<file path="src/hdl/sfe_pkg.sv">
// package: constants and types of the serial eeprom front end
package sfe_pkg;

	// op-code layout: upper nibble zero, bit 3 address msb or don't-care
	localparam int            OPC_BITS      = 8;
	localparam int            OPC_AMSB_POS  = 3;
	localparam logic [3:0]    OPC_HI_ZERO   = 4'h0;
	localparam int            ADDR_W        = 9;
	localparam int            PAGE_BITS     = 3;

	// low three op-code bits of the six instructions
	localparam logic [2:0]    OP_SET_LATCH   = 3'h6;
	localparam logic [2:0]    OP_CLEAR_LATCH = 3'h4;
	localparam logic [2:0]    OP_STATUS_RD   = 3'h5;
	localparam logic [2:0]    OP_STATUS_WR   = 3'h1;
	localparam logic [2:0]    OP_ARRAY_RD    = 3'h3;
	localparam logic [2:0]    OP_ARRAY_WR    = 3'h2;

	// sampled pins, travel together through the synchroniser
	typedef struct packed {
		logic cs_n;    // device select, low active
		logic sck;     // serial clock from the master
		logic si;      // serial data in
		logic hold_n;  // pause input, low active
		logic wp_n;    // write guard, low blocks writes
	} sfe_pins_t;

	// idle pin levels: deselected, no pause, writes allowed
	localparam sfe_pins_t     PINS_RST      = 5'h13;

	// framing states
	typedef enum logic [5:0] {
		ST_IDLE  = 6'h01,  // deselected
		ST_OPC   = 6'h02,  // shifting the op-code byte
		ST_ADDR  = 6'h04,  // shifting the low address byte
		ST_DATA  = 6'h08,  // shifting write data bytes
		ST_OUT   = 6'h10,  // shifting read data out
		ST_DEAD  = 6'h20   // input ignored until select falls again
	} sfe_state_t;

	// events toward the memory core
	typedef struct packed {
		logic              rd_req;   // pulse: present byte at addr
		logic              wr_byte;  // pulse: data byte for addr
		logic              commit;   // pulse: execute op at select rise
		logic [2:0]        op;       // low op-code bits of current frame
		logic [ADDR_W-1:0] addr;     // current array address
		logic [7:0]        data;     // last received data byte
	} sfe_evt_t;

	// whole state of the front end
	typedef struct packed {
		sfe_pins_t         s1;       // first synchroniser stage
		sfe_pins_t         s2;       // second synchroniser stage
		logic              sck_d;    // delayed clock for edge finding
		logic              cs_d;     // delayed select for edge finding
		sfe_state_t        st;
		logic [2:0]        bitc;     // bit position within the byte
		logic [7:0]        in_sr;    // 8-bit instruction/data shifter
		logic [7:0]        out_sr;   // outgoing byte shifter
		logic              held;     // pause in force
		logic              wr_ok;    // write still allowed this frame
		logic              pend;     // frame holds a command to commit
		logic              so;       // serial out level
		logic              so_oe;    // serial out enable
		sfe_evt_t          evt;
	} sfe_regs_t;

	localparam sfe_regs_t     REGS_RST = '{
		s1:     PINS_RST,
		s2:     PINS_RST,
		sck_d:  1'b0,
		cs_d:   1'b1,
		st:     ST_IDLE,
		bitc:   3'h0,
		in_sr:  8'h00,
		out_sr: 8'h00,
		held:   1'b0,
		wr_ok:  1'b0,
		pend:   1'b0,
		so:     1'b0,
		so_oe:  1'b0,
		evt:    '0
	};

endpackage : sfe_pkg

</file>
<file path="src/hdl/sfe_front_end.sv">
// serial front end of a small spi eeprom: framing, decode, pause, guard
`timescale 1ns/10ps

module sfe_front_end (
	input  wire logic             clock_i,     // system clock, 40 MHz
	input  wire logic             rstn_i,      // synchronous reset, low
	input  wire logic             cs_n_i,      // device select pin
	input  wire logic             sck_i,       // serial clock pin
	input  wire logic             si_i,        // serial data in pin
	input  wire logic             hold_n_i,    // pause pin
	input  wire logic             wp_n_i,      // write guard pin
	input  wire logic             prog_busy_i, // core: programming running
	input  wire logic             wel_i,       // core: write latch set
	input  wire logic [7:0]       rd_byte_i,   // core: byte to send
	output logic                  so_o,        // serial data out
	output logic                  so_oe_o,     // serial out enable
	output sfe_pkg::sfe_evt_t     evt_o        // events toward the core
);

	sfe_pkg::sfe_regs_t r_reg;   // registered state
	sfe_pkg::sfe_regs_t r_next;  // next state

	// msb-first byte completion from the shifter and the new bit
	function automatic logic [7:0] full_byte(
		input logic [7:0] sr,
		input logic       bit_in
	);
		full_byte = {sr[6:0], bit_in};
	endfunction : full_byte

	// next address inside the current 8-byte page
	function automatic logic [sfe_pkg::ADDR_W-1:0] page_inc(
		input logic [sfe_pkg::ADDR_W-1:0] a
	);
		logic [sfe_pkg::PAGE_BITS-1:0] lo;
		lo = a[sfe_pkg::PAGE_BITS-1:0] +
			{{(sfe_pkg::PAGE_BITS-1){1'b0}}, 1'b1};
		page_inc = {a[sfe_pkg::ADDR_W-1:sfe_pkg::PAGE_BITS], lo};
	endfunction : page_inc

	// all framing logic in one place
	always_comb
	begin
		logic       rise;   // rising serial clock edge
		logic       fall;   // falling serial clock edge
		logic [7:0] b;      // byte completed at this rising edge
		rise = 1'b0;
		fall = 1'b0;
		b    = 8'h00;
		r_next = r_reg;

		// two-stage synchroniser, only stage two is looked at
		r_next.s1 = '{cs_n: cs_n_i, sck: sck_i, si: si_i,
			hold_n: hold_n_i, wp_n: wp_n_i};
		r_next.s2    = r_reg.s1;
		r_next.sck_d = r_reg.s2.sck;
		r_next.cs_d  = r_reg.s2.cs_n;

		// event strobes last one cycle
		r_next.evt.rd_req  = 1'b0;
		r_next.evt.wr_byte = 1'b0;
		r_next.evt.commit  = 1'b0;

		// page step one clock after the write strobe, so the core
		// sees the strobe together with the address it belongs to
		if (r_reg.evt.wr_byte && r_reg.evt.op == sfe_pkg::OP_ARRAY_WR)
		begin
			r_next.evt.addr = page_inc(r_reg.evt.addr);
		end

		// both modes capture on rising edges, so idle level is irrelevant
		rise = r_reg.s2.sck & ~r_reg.sck_d;
		fall = ~r_reg.s2.sck & r_reg.sck_d;

		if (r_reg.s2.cs_n)
		begin
			// select rising: execute a cleanly ended command
			if (!r_reg.cs_d && r_reg.pend && r_reg.bitc == 3'h0 &&
				(r_reg.wr_ok ||
				r_reg.evt.op == sfe_pkg::OP_CLEAR_LATCH))
			begin
				r_next.evt.commit = 1'b1;
			end
			// deselected: nothing shifts, output released
			r_next.st    = sfe_pkg::ST_IDLE;
			r_next.so_oe = 1'b0;
			r_next.held  = 1'b0;
			r_next.pend  = 1'b0;
		end
		else if (r_reg.cs_d)
		begin
			// select falling: fresh frame, framing restarts
			r_next.st    = sfe_pkg::ST_OPC;
			r_next.bitc  = 3'h0;
			r_next.held  = 1'b0;
			r_next.pend  = 1'b0;
			r_next.wr_ok = r_reg.s2.wp_n;
			r_next.so_oe = 1'b0;
		end
		else
		begin
			// pause enters and leaves at any clock level, never entered in ST_DEAD
			if (!r_reg.s2.hold_n && r_reg.st != sfe_pkg::ST_DEAD)
			begin
				r_next.held = 1'b1;
			end
			else if (r_reg.s2.hold_n)
			begin
				r_next.held = 1'b0;
			end

			// guard fall while selected kills a pending write;
			// a cycle already started in the core is not ours to stop
			if (!r_reg.s2.wp_n)
			begin
				r_next.wr_ok = 1'b0;
			end

			// edges during a pause are dropped, state frozen
			if (!r_reg.held && rise &&
				(r_reg.st == sfe_pkg::ST_OPC ||
				r_reg.st == sfe_pkg::ST_ADDR ||
				r_reg.st == sfe_pkg::ST_DATA))
			begin
				b = full_byte(r_reg.in_sr, r_reg.s2.si);
				r_next.in_sr = b;
				r_next.bitc  = r_reg.bitc + 3'h1;
				if (r_reg.bitc == 3'h7)
				begin
					unique case (r_reg.st)
						sfe_pkg::ST_OPC:
						begin
							r_next.evt.op = b[2:0];
							if (b[7:4] != sfe_pkg::OPC_HI_ZERO)
							begin
								// not an instruction at all
								r_next.st = sfe_pkg::ST_DEAD;
							end
							else if (prog_busy_i &&
								b[2:0] != sfe_pkg::OP_STATUS_RD)
							begin
								r_next.st = sfe_pkg::ST_DEAD;
							end
							else
							begin
								unique case (b[2:0])
									sfe_pkg::OP_SET_LATCH:
									begin
										r_next.pend = 1'b1;
										r_next.st   = sfe_pkg::ST_DEAD;
									end
									sfe_pkg::OP_CLEAR_LATCH:
									begin
										r_next.pend = 1'b1;
										r_next.st   = sfe_pkg::ST_DEAD;
									end
									sfe_pkg::OP_STATUS_RD:
									begin
										r_next.st         = sfe_pkg::ST_OUT;
										r_next.evt.rd_req = 1'b1;
									end
									sfe_pkg::OP_STATUS_WR:
									begin
										r_next.st    = sfe_pkg::ST_DATA;
										r_next.wr_ok = r_next.wr_ok
											& wel_i;
									end
									sfe_pkg::OP_ARRAY_RD:
									begin
										r_next.st = sfe_pkg::ST_ADDR;
										r_next.evt.addr[sfe_pkg::ADDR_W-1] =
											b[sfe_pkg::OPC_AMSB_POS];
									end
									sfe_pkg::OP_ARRAY_WR:
									begin
										r_next.st    = sfe_pkg::ST_ADDR;
										r_next.wr_ok = r_next.wr_ok
											& wel_i;
										r_next.evt.addr[sfe_pkg::ADDR_W-1] =
											b[sfe_pkg::OPC_AMSB_POS];
									end
									default:
									begin
										// 000 and 111 match nothing
										r_next.st = sfe_pkg::ST_DEAD;
									end
								endcase
							end
						end
						sfe_pkg::ST_ADDR:
						begin
							r_next.evt.addr[7:0] = b;
							if (r_reg.evt.op == sfe_pkg::OP_ARRAY_RD)
							begin
								// later si bits are don't-care
								r_next.st         = sfe_pkg::ST_OUT;
								r_next.evt.rd_req = 1'b1;
							end
							else
							begin
								r_next.st = sfe_pkg::ST_DATA;
							end
						end
						sfe_pkg::ST_DATA:
						begin
							r_next.evt.data    = b;
							r_next.pend        = 1'b1;
							r_next.evt.wr_byte = r_next.wr_ok;
							if (r_reg.evt.op != sfe_pkg::OP_ARRAY_WR)
							begin
								// status write takes one byte only
								r_next.st = sfe_pkg::ST_DEAD;
							end
						end
						default:
						begin
							r_next.st = r_reg.st;
						end
					endcase
				end
			end

			// outgoing bits change after falling edges only
			if (!r_reg.held && fall && r_reg.st == sfe_pkg::ST_OUT)
			begin
				r_next.bitc = r_reg.bitc + 3'h1;
				if (r_reg.bitc == 3'h0)
				begin
					// core had at least half a serial clock period to present the byte
					r_next.so     = rd_byte_i[7];
					r_next.out_sr = {rd_byte_i[6:0], 1'b0};
				end
				else
				begin
					r_next.so     = r_reg.out_sr[7];
					r_next.out_sr = {r_reg.out_sr[6:0], 1'b0};
				end
				if (r_reg.bitc == 3'h7)
				begin
					// last bit gone: fetch the next byte, full wrap
					r_next.evt.rd_req = 1'b1;
					if (r_reg.evt.op == sfe_pkg::OP_ARRAY_RD)
					begin
						r_next.evt.addr = r_reg.evt.addr +
							{{(sfe_pkg::ADDR_W-1){1'b0}}, 1'b1};
					end
				end
			end

			// so driven only while reading and not paused;
			// si is ignored whenever so is on, by the state gate above
			r_next.so_oe = (r_next.st == sfe_pkg::ST_OUT) &
				~r_next.held;
		end
	end

	// single state register, synchronous reset
	always_ff @(posedge clock_i)
	begin
		if (!rstn_i)
		begin
			r_reg <= sfe_pkg::REGS_RST;
		end
		else
		begin
			r_reg <= r_next;
		end
	end

	// outputs straight from the state register
	assign so_o    = r_reg.so;
	assign so_oe_o = r_reg.so_oe;
	assign evt_o   = r_reg.evt;

endmodule : sfe_front_end

</file>
<file path="config.mk">
export PLATFORM = sky130hd
export DESIGN_NAME = sfe_front_end
export DESIGN_NICKNAME = d
export VERILOG_FILES = /design/src/hdl/sfe_pkg.sv /design/src/hdl/sfe_front_end.sv
export SDC_FILE = /design/constraint.sdc
export NUM_CORES = 1
export LEC_CHECK = 0
export BUFFER_PORTS_ARGS = -buffer_cell sky130_fd_sc_hd__buf_2
export CELL_PAD_IN_SITES_DETAIL_PLACEMENT = 0
export CELL_PAD_IN_SITES_GLOBAL_PLACEMENT = 1
export CORE_ASPECT_RATIO = 0.7
export CORE_MARGIN = 3
export CORE_UTILIZATION = 43
export CTS_BUF_LIST = sky130_fd_sc_hd__clkbuf_4 sky130_fd_sc_hd__clkbuf_8 sky130_fd_sc_hd__clkbuf_16
export DETAILED_ROUTE_END_ITERATION = 10
export PLACE_DENSITY = 0.91
export SLEW_MARGIN = 20
export SYNTH_ARGS = -nofsm -noshare
export SYNTH_HDL_FRONTEND = slang
export SYNTH_SLANG_ARGS = --single-unit
export TNS_END_PERCENT = 20
</file>
<file path="constraint.sdc">
create_clock -name clock_i -period 2.6 [get_ports clock_i]
set_clock_uncertainty 0.05 [all_clocks]
set_input_delay 0.78 -clock clock_i [delete_from_list [all_inputs] [get_ports clock_i]]
set_output_delay 0.78 -clock clock_i [all_outputs]
set_load 0.01 [all_outputs]
</file>
==> qor.csv, run 1 <==
metric,value,unit
final_cell_count_no_fill,471,
cp_max_fo,6,
final_area,3477,µm²
synth_nets,372,
clock_latency,0.34,ns
crit_type,flip-flop to flip-flop,
synth_edf_count,0,
cp.required,2.80,ns
die-area,8310,µm²
post_cts_buffers,0,
antenna_cells,0,
drt-initial-drc-count,221,
synth.cell_area,3112,µm²
cts_root_buf,clkbuf_8,
post_cts_resize_count,0,
core_area,6882,µm²
finalMaxSlewViolations,0,
grt_pass1_vias,2376,
hold_viol,0,
path_cells,or4_1 > or3_1 > nor4_1 > a211oi_1 > a211oi_1,
ir_drop,0.3493,mV
cellLeakagePower,1.402,nW
period_minus_slack,2.375,ns
hold_path.class,flip-flop to flip-flop,
grt_pass1_wl,11900,µm
worstMarginPinSlew,0.8962,ns
grt-ovfl-total,0,
status,completed,
largest_reg_flops,31,
critPathLaunchType,flip-flop,
yosysWarnings,0,
ctsHoldBuffers,0,
cts_buffer_depth,2,
post-dp-hpwl,5276,µm
ys_ff_latch,63,
gp_congestion,0.9144,
maxCapViolCount,0,
die_y,77.18,µm
fin_crit_sh,91.34,%
drt_wl_total,7096,µm
path_common_cell,a211oi_1,
grt_max_degree,44,
syn_avg_cell_area,8.865,µm²
synth_cells,351,
cp-end-kind,flip-flop,
first_pass_iters,4,
htreeDepth,3,
start_util,45.22,%
max_stage_delay,0.66,ns
finalSetupViolCount,0,
antenna_found_initial,0,
area_growth,11.74,%
drc_errors,0,
cp.arrival,2.58,ns
place_inst,455,
finalSetupTns,0,ns
drive_gt1_share,21.75,%
io_buffers,41,
max_slew_margin,39.93,%
num_rows,25,
synth_cell_types,55,
cts_buffers,9,
cts_tree,built,
fmax,0.4211,GHz
vias_per_cell,5.359,
fin_nets,393,
place_area,3274,µm²
fp.dieW,107.7,µm
yosysSeqAreaShare,40.53,%
critical-path-slowest-cell,or4_1,
grt_usage,18.22,%
via_count,2524,
clock_sinks,63,
rsz0062_at_grt,false,
power-per-cell-area,548.6,nW/µm²
ys.flop_type,dfxtp_1,
ant_nets,0,
io-pin-count,42,
async_flop_share,0,%
cts.clk_slew.worst_paths,0.07,ns
wire_per_inst,15.07,µm
==> worst paths after layout <==
check	endpoint	slack [ns]	from	cells past startpoint
setup / recovery	evt_o[16]	0.23	r_reg[39]	5
hold / removal	r_next[53]	0.37	r_next[59]	1
setup reg to reg	evt_o[16]	0.23	r_reg[39]	5
hold reg to reg	r_next[53]	0.37	r_next[59]	1
==> layer usage <==
layer | vias to the layer above | part of all wire, % | GRT usage [%]
li1 | 1277 | - | -
met1 | 1162 | 51 | 27.36
met2 | 79 | 40 | 24.50
met3 | 6 | 7.3 | 5.635
met4 | 0 | 0.86 | 5.549
met5 | - | 0 | 0
==> power by group <==
| part | internal [mW] | switching, mW |
|---|---|---|
| clock | 0.450 | 0.413 |
| combinational | 0.0302 | 0.0320 |
| sequential | 0.975 | 0.00735 |
==> cells in the mapped netlist (3+ instances only) <==
cell type / number / share of area, %
or2_2: 3 / 0.60
clkbuf_1: 18 / 2.2
nor4_1: 5 / 1.0
nor3_1: 9 / 1.4
inv_1: 6 / 0.72
nor2b_1: 13 / 2.6
nand2_1: 33 / 4.0
buf_4: 23 / 5.5
and2_1: 7 / 1.4
nor4b_1: 3 / 0.84
a21oi_1: 11 / 1.8
or3_1: 3 / 0.60
o211a_1: 8 / 2.6
nor3_2: 3 / 0.97
or4_1: 5 / 1.2
o31ai_1: 4 / 0.97
nand3_1: 17 / 2.7
ha_1: 4 / 1.6
o211ai_1: 3 / 0.72
dfxtp_1: 63 / 41
mux2i_1: 18 / 5.8
o21ai_0: 15 / 2.4
nor2_1: 22 / 2.7
nand2b_1: 9 / 1.8
o31a_1: 3 / 0.84
a211oi_1: 5 / 1.2
==> layout by cell type, fill, tap and decap left out, types with 11 or more instances in the layout <==
cell	Yosys	routed
dfxtp_1	63	63
nand2_1	33	33
nor2_1	22	22
mux2i_1	18	18
buf_2	0	41
buf_4	23	11
nor2b_1	13	13
a21oi_1	11	11
nand3_1	17	17
o21ai_0	15	15
==> cells by family (layout without fill, tap and decap cells) <==
family / Yosys count / in the layout / synth area share, %
AOI/OAI and AO/OA: 68 / 68 / 15.56
xor gates and xnor gates: 3 / 3 / 0.8445
adders and majority gates: 4 / 4 / 1.608
buffers and inverters: 49 / 75 / 9.168
DFF: 63 / 63 / 40.53
muxes: 18 / 18 / 5.790
and+or+nand+nor: 146 / 146 / 26.50
==> metrics by stage <==
stage | total power, mW | hold WS, ns | utilization, % | worst slack, ns
CTS | 1.934 | 0.3749 | 50.53 | 0.2430
detailed placement | 1.067 | 0.3560 | 47.58 | 0.2757
finish | 1.908 | 0.3668 | 50.53 | 0.2251
global placement | 1.066 | 0.3390 | 47.58 | 0.2703
global route | 1.999 | 0.3846 | 50.53 | 0.1068
floorplan | 1.041 | 0.3363 | - | 0.4404
==> critical path, delay by kind of cell, from the launching register on <==
family	cells	cell delay (ns)
simple gates	3	1.56
compound gates	2	0.33
flops	1	0.35
==> cell type report <==
| type | count | area, µm² |
|---|---|---|
| fill | 676 | 3405 |
| multi-input combinational | 239 | 1565 |
| sequential | 63 | 1261 |
| timing repair buffer | 53 | 307.8 |
| clock buffer | 9 | 123.9 |
| tap | 94 | 117.6 |
| clock inverter | 7 | 78.83 |
| inverter | 6 | 22.52 |
Power figures use the tool's default switching activity.
==> inputs of run 2 (changes only) <==
Settings changed: ABC_AREA set to 1, CORE_UTILIZATION 43 to 41.
==> run 2 against run 1 <==
Global-route usage shrank 1.1 points. Die area grew 4.9%. Sequential cell count is the same. Core utilization shrank 1.6 points. Setup slack gained 0.32 ns. Final area shrank 0.61%. Critical path depth grew 3. Wire length shrank 2.9%. Sequential share of layout area grew 0.22 points. Maximum frequency grew 16%. Clock-buffer cell count grew 2. Critical endpoint is now evt_o[9]. Highest routed layer unchanged.
==> qor.csv, run 2 <==
metric,value,unit,change
status,completed,,unchanged
worst-r2r-cell-count,8,,was 5
grt_pass1_wl,11580,µm,was 11900 µm
worst_slack,0.5469,ns,was 0.2251 ns
fin_nets,473,,was 393
clkPwrFrac,48.2,%,was 45.3%
finalSetupViolCount,0,,unchanged
antenna_cells,0,,unchanged
gp_congestion,0.9229,,was 0.9144
yosysWarnings,0,,unchanged
worstReg2RegEnd,evt_o[9],,was evt_o[16]
place_ws,0.5898,ns,was 0.2757 ns
cellLeakagePower,1.641,nW,was 1.402 nW
die_y,79.02,µm,was 77.18 µm
p_int,1.573,mW,was 1.455 mW
io-pin-count,42,,unchanged
hold_start,r_next[56],,was r_next[59]
synth_cells,432,,was 351
cp.arrival,2.24,ns,was 2.58 ns
combPwrFrac,2.7,%,was 3.3%
fillers,744,,was 676
async_flop_share,0,%,unchanged
critical-path-slowest-cell,dfxtp_1,,was or4_1
ctsHoldBuffers,0,,unchanged
fin_crit_sh,78.96,%,was 91.34%
power-per-cell-area,578.1,nW/µm²,was 548.6 nW/µm²
post_cts_buffers,0,,unchanged
final_cell_mix,"nand2_1, dfxtp_1, inv_1",,"was dfxtp_1, buf_2, nand2_1"
drt_wl_total,6888,µm,was 7096 µm
cts.clk_slew.worst_paths,0.07,ns,about the same
cp.required,2.79,ns,was 2.80 ns
clock_sinks,63,,unchanged
first_pass_iters,4,,unchanged
ys_ff_latch,63,,unchanged
finalSetupTns,0,ns,unchanged
hold_path_end,r_reg[56],,was r_next[53]
period_minus_slack,2.053,ns,was 2.375 ns
place_area,3229,µm²,was 3274 µm²
switching_share,21.26,%,was 23.73%
max_slew_margin,63.16,%,was 39.93%
core_area,7069,µm²,was 6882 µm²
p_seq_share,49.0,%,was 51.5%
cp_max_fo,11,,was 6
cts_tree,built,,unchanged
synthTopCellsByCount,"nand2_1, dfxtp_1, inv_1",,"was dfxtp_1, nand2_1, buf_4"
die-area,8717,µm²,was 8310 µm²
wire_per_inst,12.50,µm,was 15.07 µm
maxCapViolCount,0,,unchanged
largest_reg_flops,31,,unchanged
synthTopCellsByArea,"dfxtp_1, nand2_1, inv_1",,"was dfxtp_1, mux2i_1, buf_4"
fin_hold_ws,0.3628,ns,was 0.3668 ns
syn_avg_cell_area,7.229,µm²,was 8.865 µm²
grt_max_degree,38,,was 44
critPathBufInv,1,,was 0
max_stage_delay,0.33,ns,was 0.66 ns
ys.flop_type,dfxtp_1,,unchanged
via_count,2645,,was 2524
antenna_found_initial,0,,unchanged
grt_pass1_vias,2463,,was 2376
num_rows,25,,unchanged
hold_depth,1,,unchanged
fmax,0.4871,GHz,was 0.4211 GHz
r2r_start,r_reg[50],,was r_reg[39]
htreeDepth,3,,unchanged
final_area,3456,µm²,was 3477 µm²
cp-end-kind,flip-flop,,unchanged
synth_most_common_cell,nand2_1,,was dfxtp_1
synth.cell_area,3123,µm²,was 3112 µm²
drc_errors,0,,unchanged
synth_nets,453,,was 372
hold_path.class,flip-flop to flip-flop,,unchanged
crit_type,flip-flop to flip-flop,,unchanged
yosysSeqAreaShare,40.38,%,was 40.53%
yosysTopAreaCellShare,40.38,%,was 40.53%
rsz0062_at_grt,false,,unchanged
layout_commonest_cell,nand2_1,,was dfxtp_1
reg2reg_slack,0.55,ns,was 0.23 ns
post-dp-hpwl,5152,µm,was 5276 µm
drive_gt1_share,18.16,%,was 21.75%
switchingPower,0.4247,mW,was 0.4526 mW
vias_per_cell,4.800,,was 5.359
area_growth,10.66,%,was 11.74%
yosys.area.top_type,dfxtp_1,,unchanged
cts_buffers,9,,unchanged
grt-ovfl-total,0,,unchanged
clock_latency,0.35,ns,was 0.34 ns
cp-startpoint,r_reg[50],,was r_reg[39]
post_cts_resize_count,0,,unchanged
path_delay_family,simple AND/OR/NAND/NOR gates,,unchanged
grt_usage,17.15,%,was 18.22%
synth_edf_count,0,,unchanged
drt-initial-drc-count,146,,was 221
path_cells,nor2_1 > nand3_1 > nor3_2 > nand2_1 > inv_1 > o21ai_2 > a21oi_1 > nor2_1,,was or4_1 > or3_1 > nor4_1 > a211oi_1 > a211oi_1
fp.dieW,110.3,µm,was 107.7 µm
critPathLaunchType,flip-flop,,unchanged
worstMarginPinSlew,0.5505,ns,was 0.8962 ns
start_util,44.18,%,was 45.22%
ant_nets,0,,unchanged
cts_root_buf,clkbuf_8,,unchanged
path_common_cell,nor2_1,,was a211oi_1
cts_buffer_depth,2,,unchanged
ir_drop,0.3245,mV,was 0.3493 mV
io_buffers,41,,unchanged
finalMaxSlewViolations,0,,unchanged
hold_viol,0,,unchanged
synth_cell_types,34,,was 55
run 2: per-layer routing:
metal | track usage, % | part of all wire (%) | up-vias
met5 | 0 | 0 | -
met4 | 4.674 | 1.4 | 0
met3 | 6.499 | 5.6 | 10
met2 | 25.48 | 42 | 59
met1 | 23.25 | 51 | 1166
li1 | - | - | 1410
run 2: worst reg2reg max path, stage by stage, from the launching register on:
cell	delay, ns
dfxtp_1	0.33
nor2_1	0.24
nand3_1	0.19
nor3_2	0.24
nand2_1	0.30
inv_1	0.25
o21ai_2	0.13
a21oi_1	0.16
nor2_1	0.06
run 2: stage by stage:
step / utilization [%] / power, mW / std cells
global route: 48.89 / 2.078 / 551
global placement: 45.68 / 1.056 / 535
floorplan: - / 1.033 / 432
finish: 48.89 / 1.998 / 551
detailed placement: 45.68 / 1.057 / 535
CTS: 48.89 / 2.013 / 551
run 2: kinds of logic after synthesis:
family	Yosys count	share of synthesized area, %
AND/OR/NAND/NOR	175	26.04
adder cells (fa/ha/maj)	4	1.603
buffers and inverters	89	14.02
flip-flops	63	40.38
AO/OA/AOI/OAI	96	16.55
XOR/XNOR	5	1.402
run 2: power groups by stage:
stage          combinational [mW]  sequential [mW]  clock [mW]
2_1_floorplan              0.0327             1.00           0
3_3_place_gp               0.0544             1.00           0
3_5_place_dp               0.0545             1.00           0
4_1_cts                    0.0549            0.980       0.978
5_1_grt                    0.0630            0.981        1.03
6_report                   0.0547            0.980       0.963
run 2: layout make-up:
cell class / instances / area [µm²] / share of cell area [%]
repair buffers: 43 / 220.2 / 6.372
multi-input cells: 280 / 1424 / 41.20
flip-flops and latches: 63 / 1261 / 36.50
clock inverters: 5 / 81.33 / 2.353
well taps: 94 / 117.6 / 3.403
clock buffers: 11 / 145.1 / 4.200
inverters: 55 / 206.4 / 5.974
run 2: how the worst max path moves through the flow:
stage | end | slack [ns] | depth (start not counted)
global placement | evt_o[8] | 0.66 | 10
floorplan | so_oe_o | 0.93 | 10
CTS | evt_o[8] | 0.58 | 10
global route | evt_o[8] | 0.31 | 9
detailed placement | evt_o[8] | 0.59 | 10
finish | evt_o[9] | 0.55 | 8
==> inputs of run 3 (changes only) <==
Clock period 2.6 ns to 2 ns, I/O delays scaled along.
==> run 3 against run 2 <==
Critical path type unchanged. Critical path depth grew 1. First-iteration DRC count grew 11%. Largest cell class unchanged. Die area is the same. Highest routed layer unchanged. Setup slack lost 0.40 ns. Non-clock buffer count grew 9. Wire length grew 3.0%.
==> qor.csv, run 3 (same netlist as run 2, synthesis figures left out) <==
metric,value,unit,change
cts_tree,built,,unchanged
post_cts_buffers,0,,unchanged
worstMarginPinSlew,0.5549,ns,was 0.5505 ns
fmax,0.5403,GHz,was 0.4871 GHz
cp-startpoint,r_reg[44],,was r_reg[50]
cp-end-kind,flip-flop,,unchanged
via_count,2713,,was 2645
cts_root_buf,clkbuf_8,,unchanged
ant_nets,0,,unchanged
clock_latency,0.35,ns,about the same
largest_reg_flops,31,,unchanged
post_cts_resize_count,0,,unchanged
core_area,7069,µm²,unchanged
grt_pass1_vias,2551,,was 2463
hold_viol,0,,unchanged
critPathLaunchType,flip-flop,,unchanged
worstReg2RegEnd,evt_o[12],,was evt_o[9]
die-area,8717,µm²,unchanged
cts.clk_slew.worst_paths,0.06,ns,was 0.07 ns
io_buffers,41,,unchanged
rsz0062_at_grt,true,,was false
cp-endpoint,evt_o[12],,was evt_o[9]
cellLeakagePower,1.666,nW,was 1.641 nW
vias_per_cell,4.879,,was 4.800
place_area,3297,µm²,was 3229 µm²
clock_sinks,63,,unchanged
die_y,79.02,µm,unchanged
grt_pass1_wl,11910,µm,was 11580 µm
fp.dieW,110.3,µm,unchanged
io-pin-count,42,,unchanged
total_power,2.492,mW,was 1.998 mW
power-per-cell-area,714.3,nW/µm²,was 578.1 nW/µm²
reg2reg_slack,0.15,ns,was 0.55 ns
ctsHoldBuffers,0,,unchanged
antenna_found_initial,0,,unchanged
grt-ovfl-total,0,,unchanged
place_inst,544,,was 535
hold_path.class,flip-flop to flip-flop,,unchanged
gp_congestion,0.9583,,was 0.9229
wire_per_inst,12.76,µm,was 12.50 µm
final_core_util,49.35,%,was 48.89%
layout_commonest_cell,nand2_1,,unchanged
drive_gt1_share,19.26,%,was 18.16%
num_rows,25,,unchanged
status,completed,,unchanged
ir_drop,0.4451,mV,was 0.3245 mV
antenna_cells,0,,unchanged
drt_wl_total,7093,µm,was 6888 µm
period_minus_slack,1.851,ns,was 2.053 ns
htreeDepth,3,,unchanged
final_area,3488,µm²,was 3456 µm²
grt_usage,17.96,%,was 17.15%
worst-r2r-cell-count,9,,was 8
cp.arrival,2.03,ns,was 2.24 ns
fin_crit_sh,92.54,%,was 78.96%
start_util,44.18,%,unchanged
cp_max_fo,4,,was 11
post-dp-hpwl,5403,µm,was 5152 µm
grt_max_degree,18,,was 38
maxCapViolCount,0,,unchanged
final_cell_count_no_fill,556,,was 551
r2r_start,r_reg[44],,was r_reg[50]
cts_buffers,9,,unchanged
max_slew_margin,62.87,%,was 63.16%
cp.required,2.18,ns,was 2.79 ns
area_growth,11.70,%,was 10.66%
finalMaxSlewViolations,0,,unchanged
finalSetupViolCount,0,,unchanged
final_cell_mix,"nand2_1, dfxtp_1, inv_1",,unchanged
hold_start,r_next[58],,was r_next[56]
first_pass_iters,5,,was 4
cts_buffer_depth,2,,unchanged
drc_errors,0,,unchanged
crit_type,flip-flop to flip-flop,,unchanged
drt-initial-drc-count,162,,was 146
fin_nets,482,,was 473
run 3: cell count changes in the layout (fill, tap and decap cells not counted), sizes merged:
cell,previous run,this run
clkinv,2,0
buf,43,52
clkbuf,11,10
clkinvlp,1,0
run 3: worst min-delay path by stage:
stage / to / cells past startpoint / slack (ns)
global route: r_next[55] / 2 / 0.38
detailed placement: r_next[54] / 2 / 0.35
CTS: r_next[54] / 2 / 0.36
global placement: r_next[54] / 2 / 0.34
finish: r_next[54] / 2 / 0.36
floorplan: r_next[54] / 2 / 0.34
run 3: through the flow:
| step | worst slack (ns) | hold slack [ns] | setup TNS, ns |
|---|---|---|---|
| global placement | 0.1993 | 0.3437 | 0 |
| floorplan | 0.3822 | 0.3405 | 0 |
| global route | -0.02770 | 0.3758 | -0.02770 |
| CTS | 0.1456 | 0.3642 | 0 |
| finish | 0.1493 | 0.3553 | 0 |
| detailed placement | 0.1552 | 0.3543 | 0 |
run 3: critical path, cell delays in order (launching register included):
cell     delay, ns
dfxtp_1       0.36
ha_1          0.16
ha_1          0.29
inv_1         0.07
nor2_1        0.16
nand4_1       0.23
o21ai_0       0.24
inv_1         0.06
nand2_1       0.08
a21oi_1       0.06
run 3: metal layers:
layer / routed length (µm) / global-route usage (%) / vias up
met5: 0 / 0 / -
met4: 123 / 7.257 / 0
met3: 378 / 6.093 / 12
met2: 2989 / 25.54 / 65
met1: 3602 / 24.80 / 1216
li1: - / - / 1420
run 3: where the power goes:
part	internal [mW]	switching (mW)	total (mW)
registers	1.27	0.00725	1.27
logic	0.0318	0.0427	0.0745
clock network	0.688	0.455	1.14
total	1.99	0.505	2.49
run 3: layout make-up:
type | count | area, µm²
Clock buffer | 10 | 131.4
Sequential cell | 63 | 1261
Clock inverter | 2 | 60.06
Fill cell | 740 | 3581
Timing Repair Buffer | 52 | 287.8
Tap cell | 94 | 117.6
Multi-Input combinational cell | 280 | 1424
Inverter | 55 | 206.4
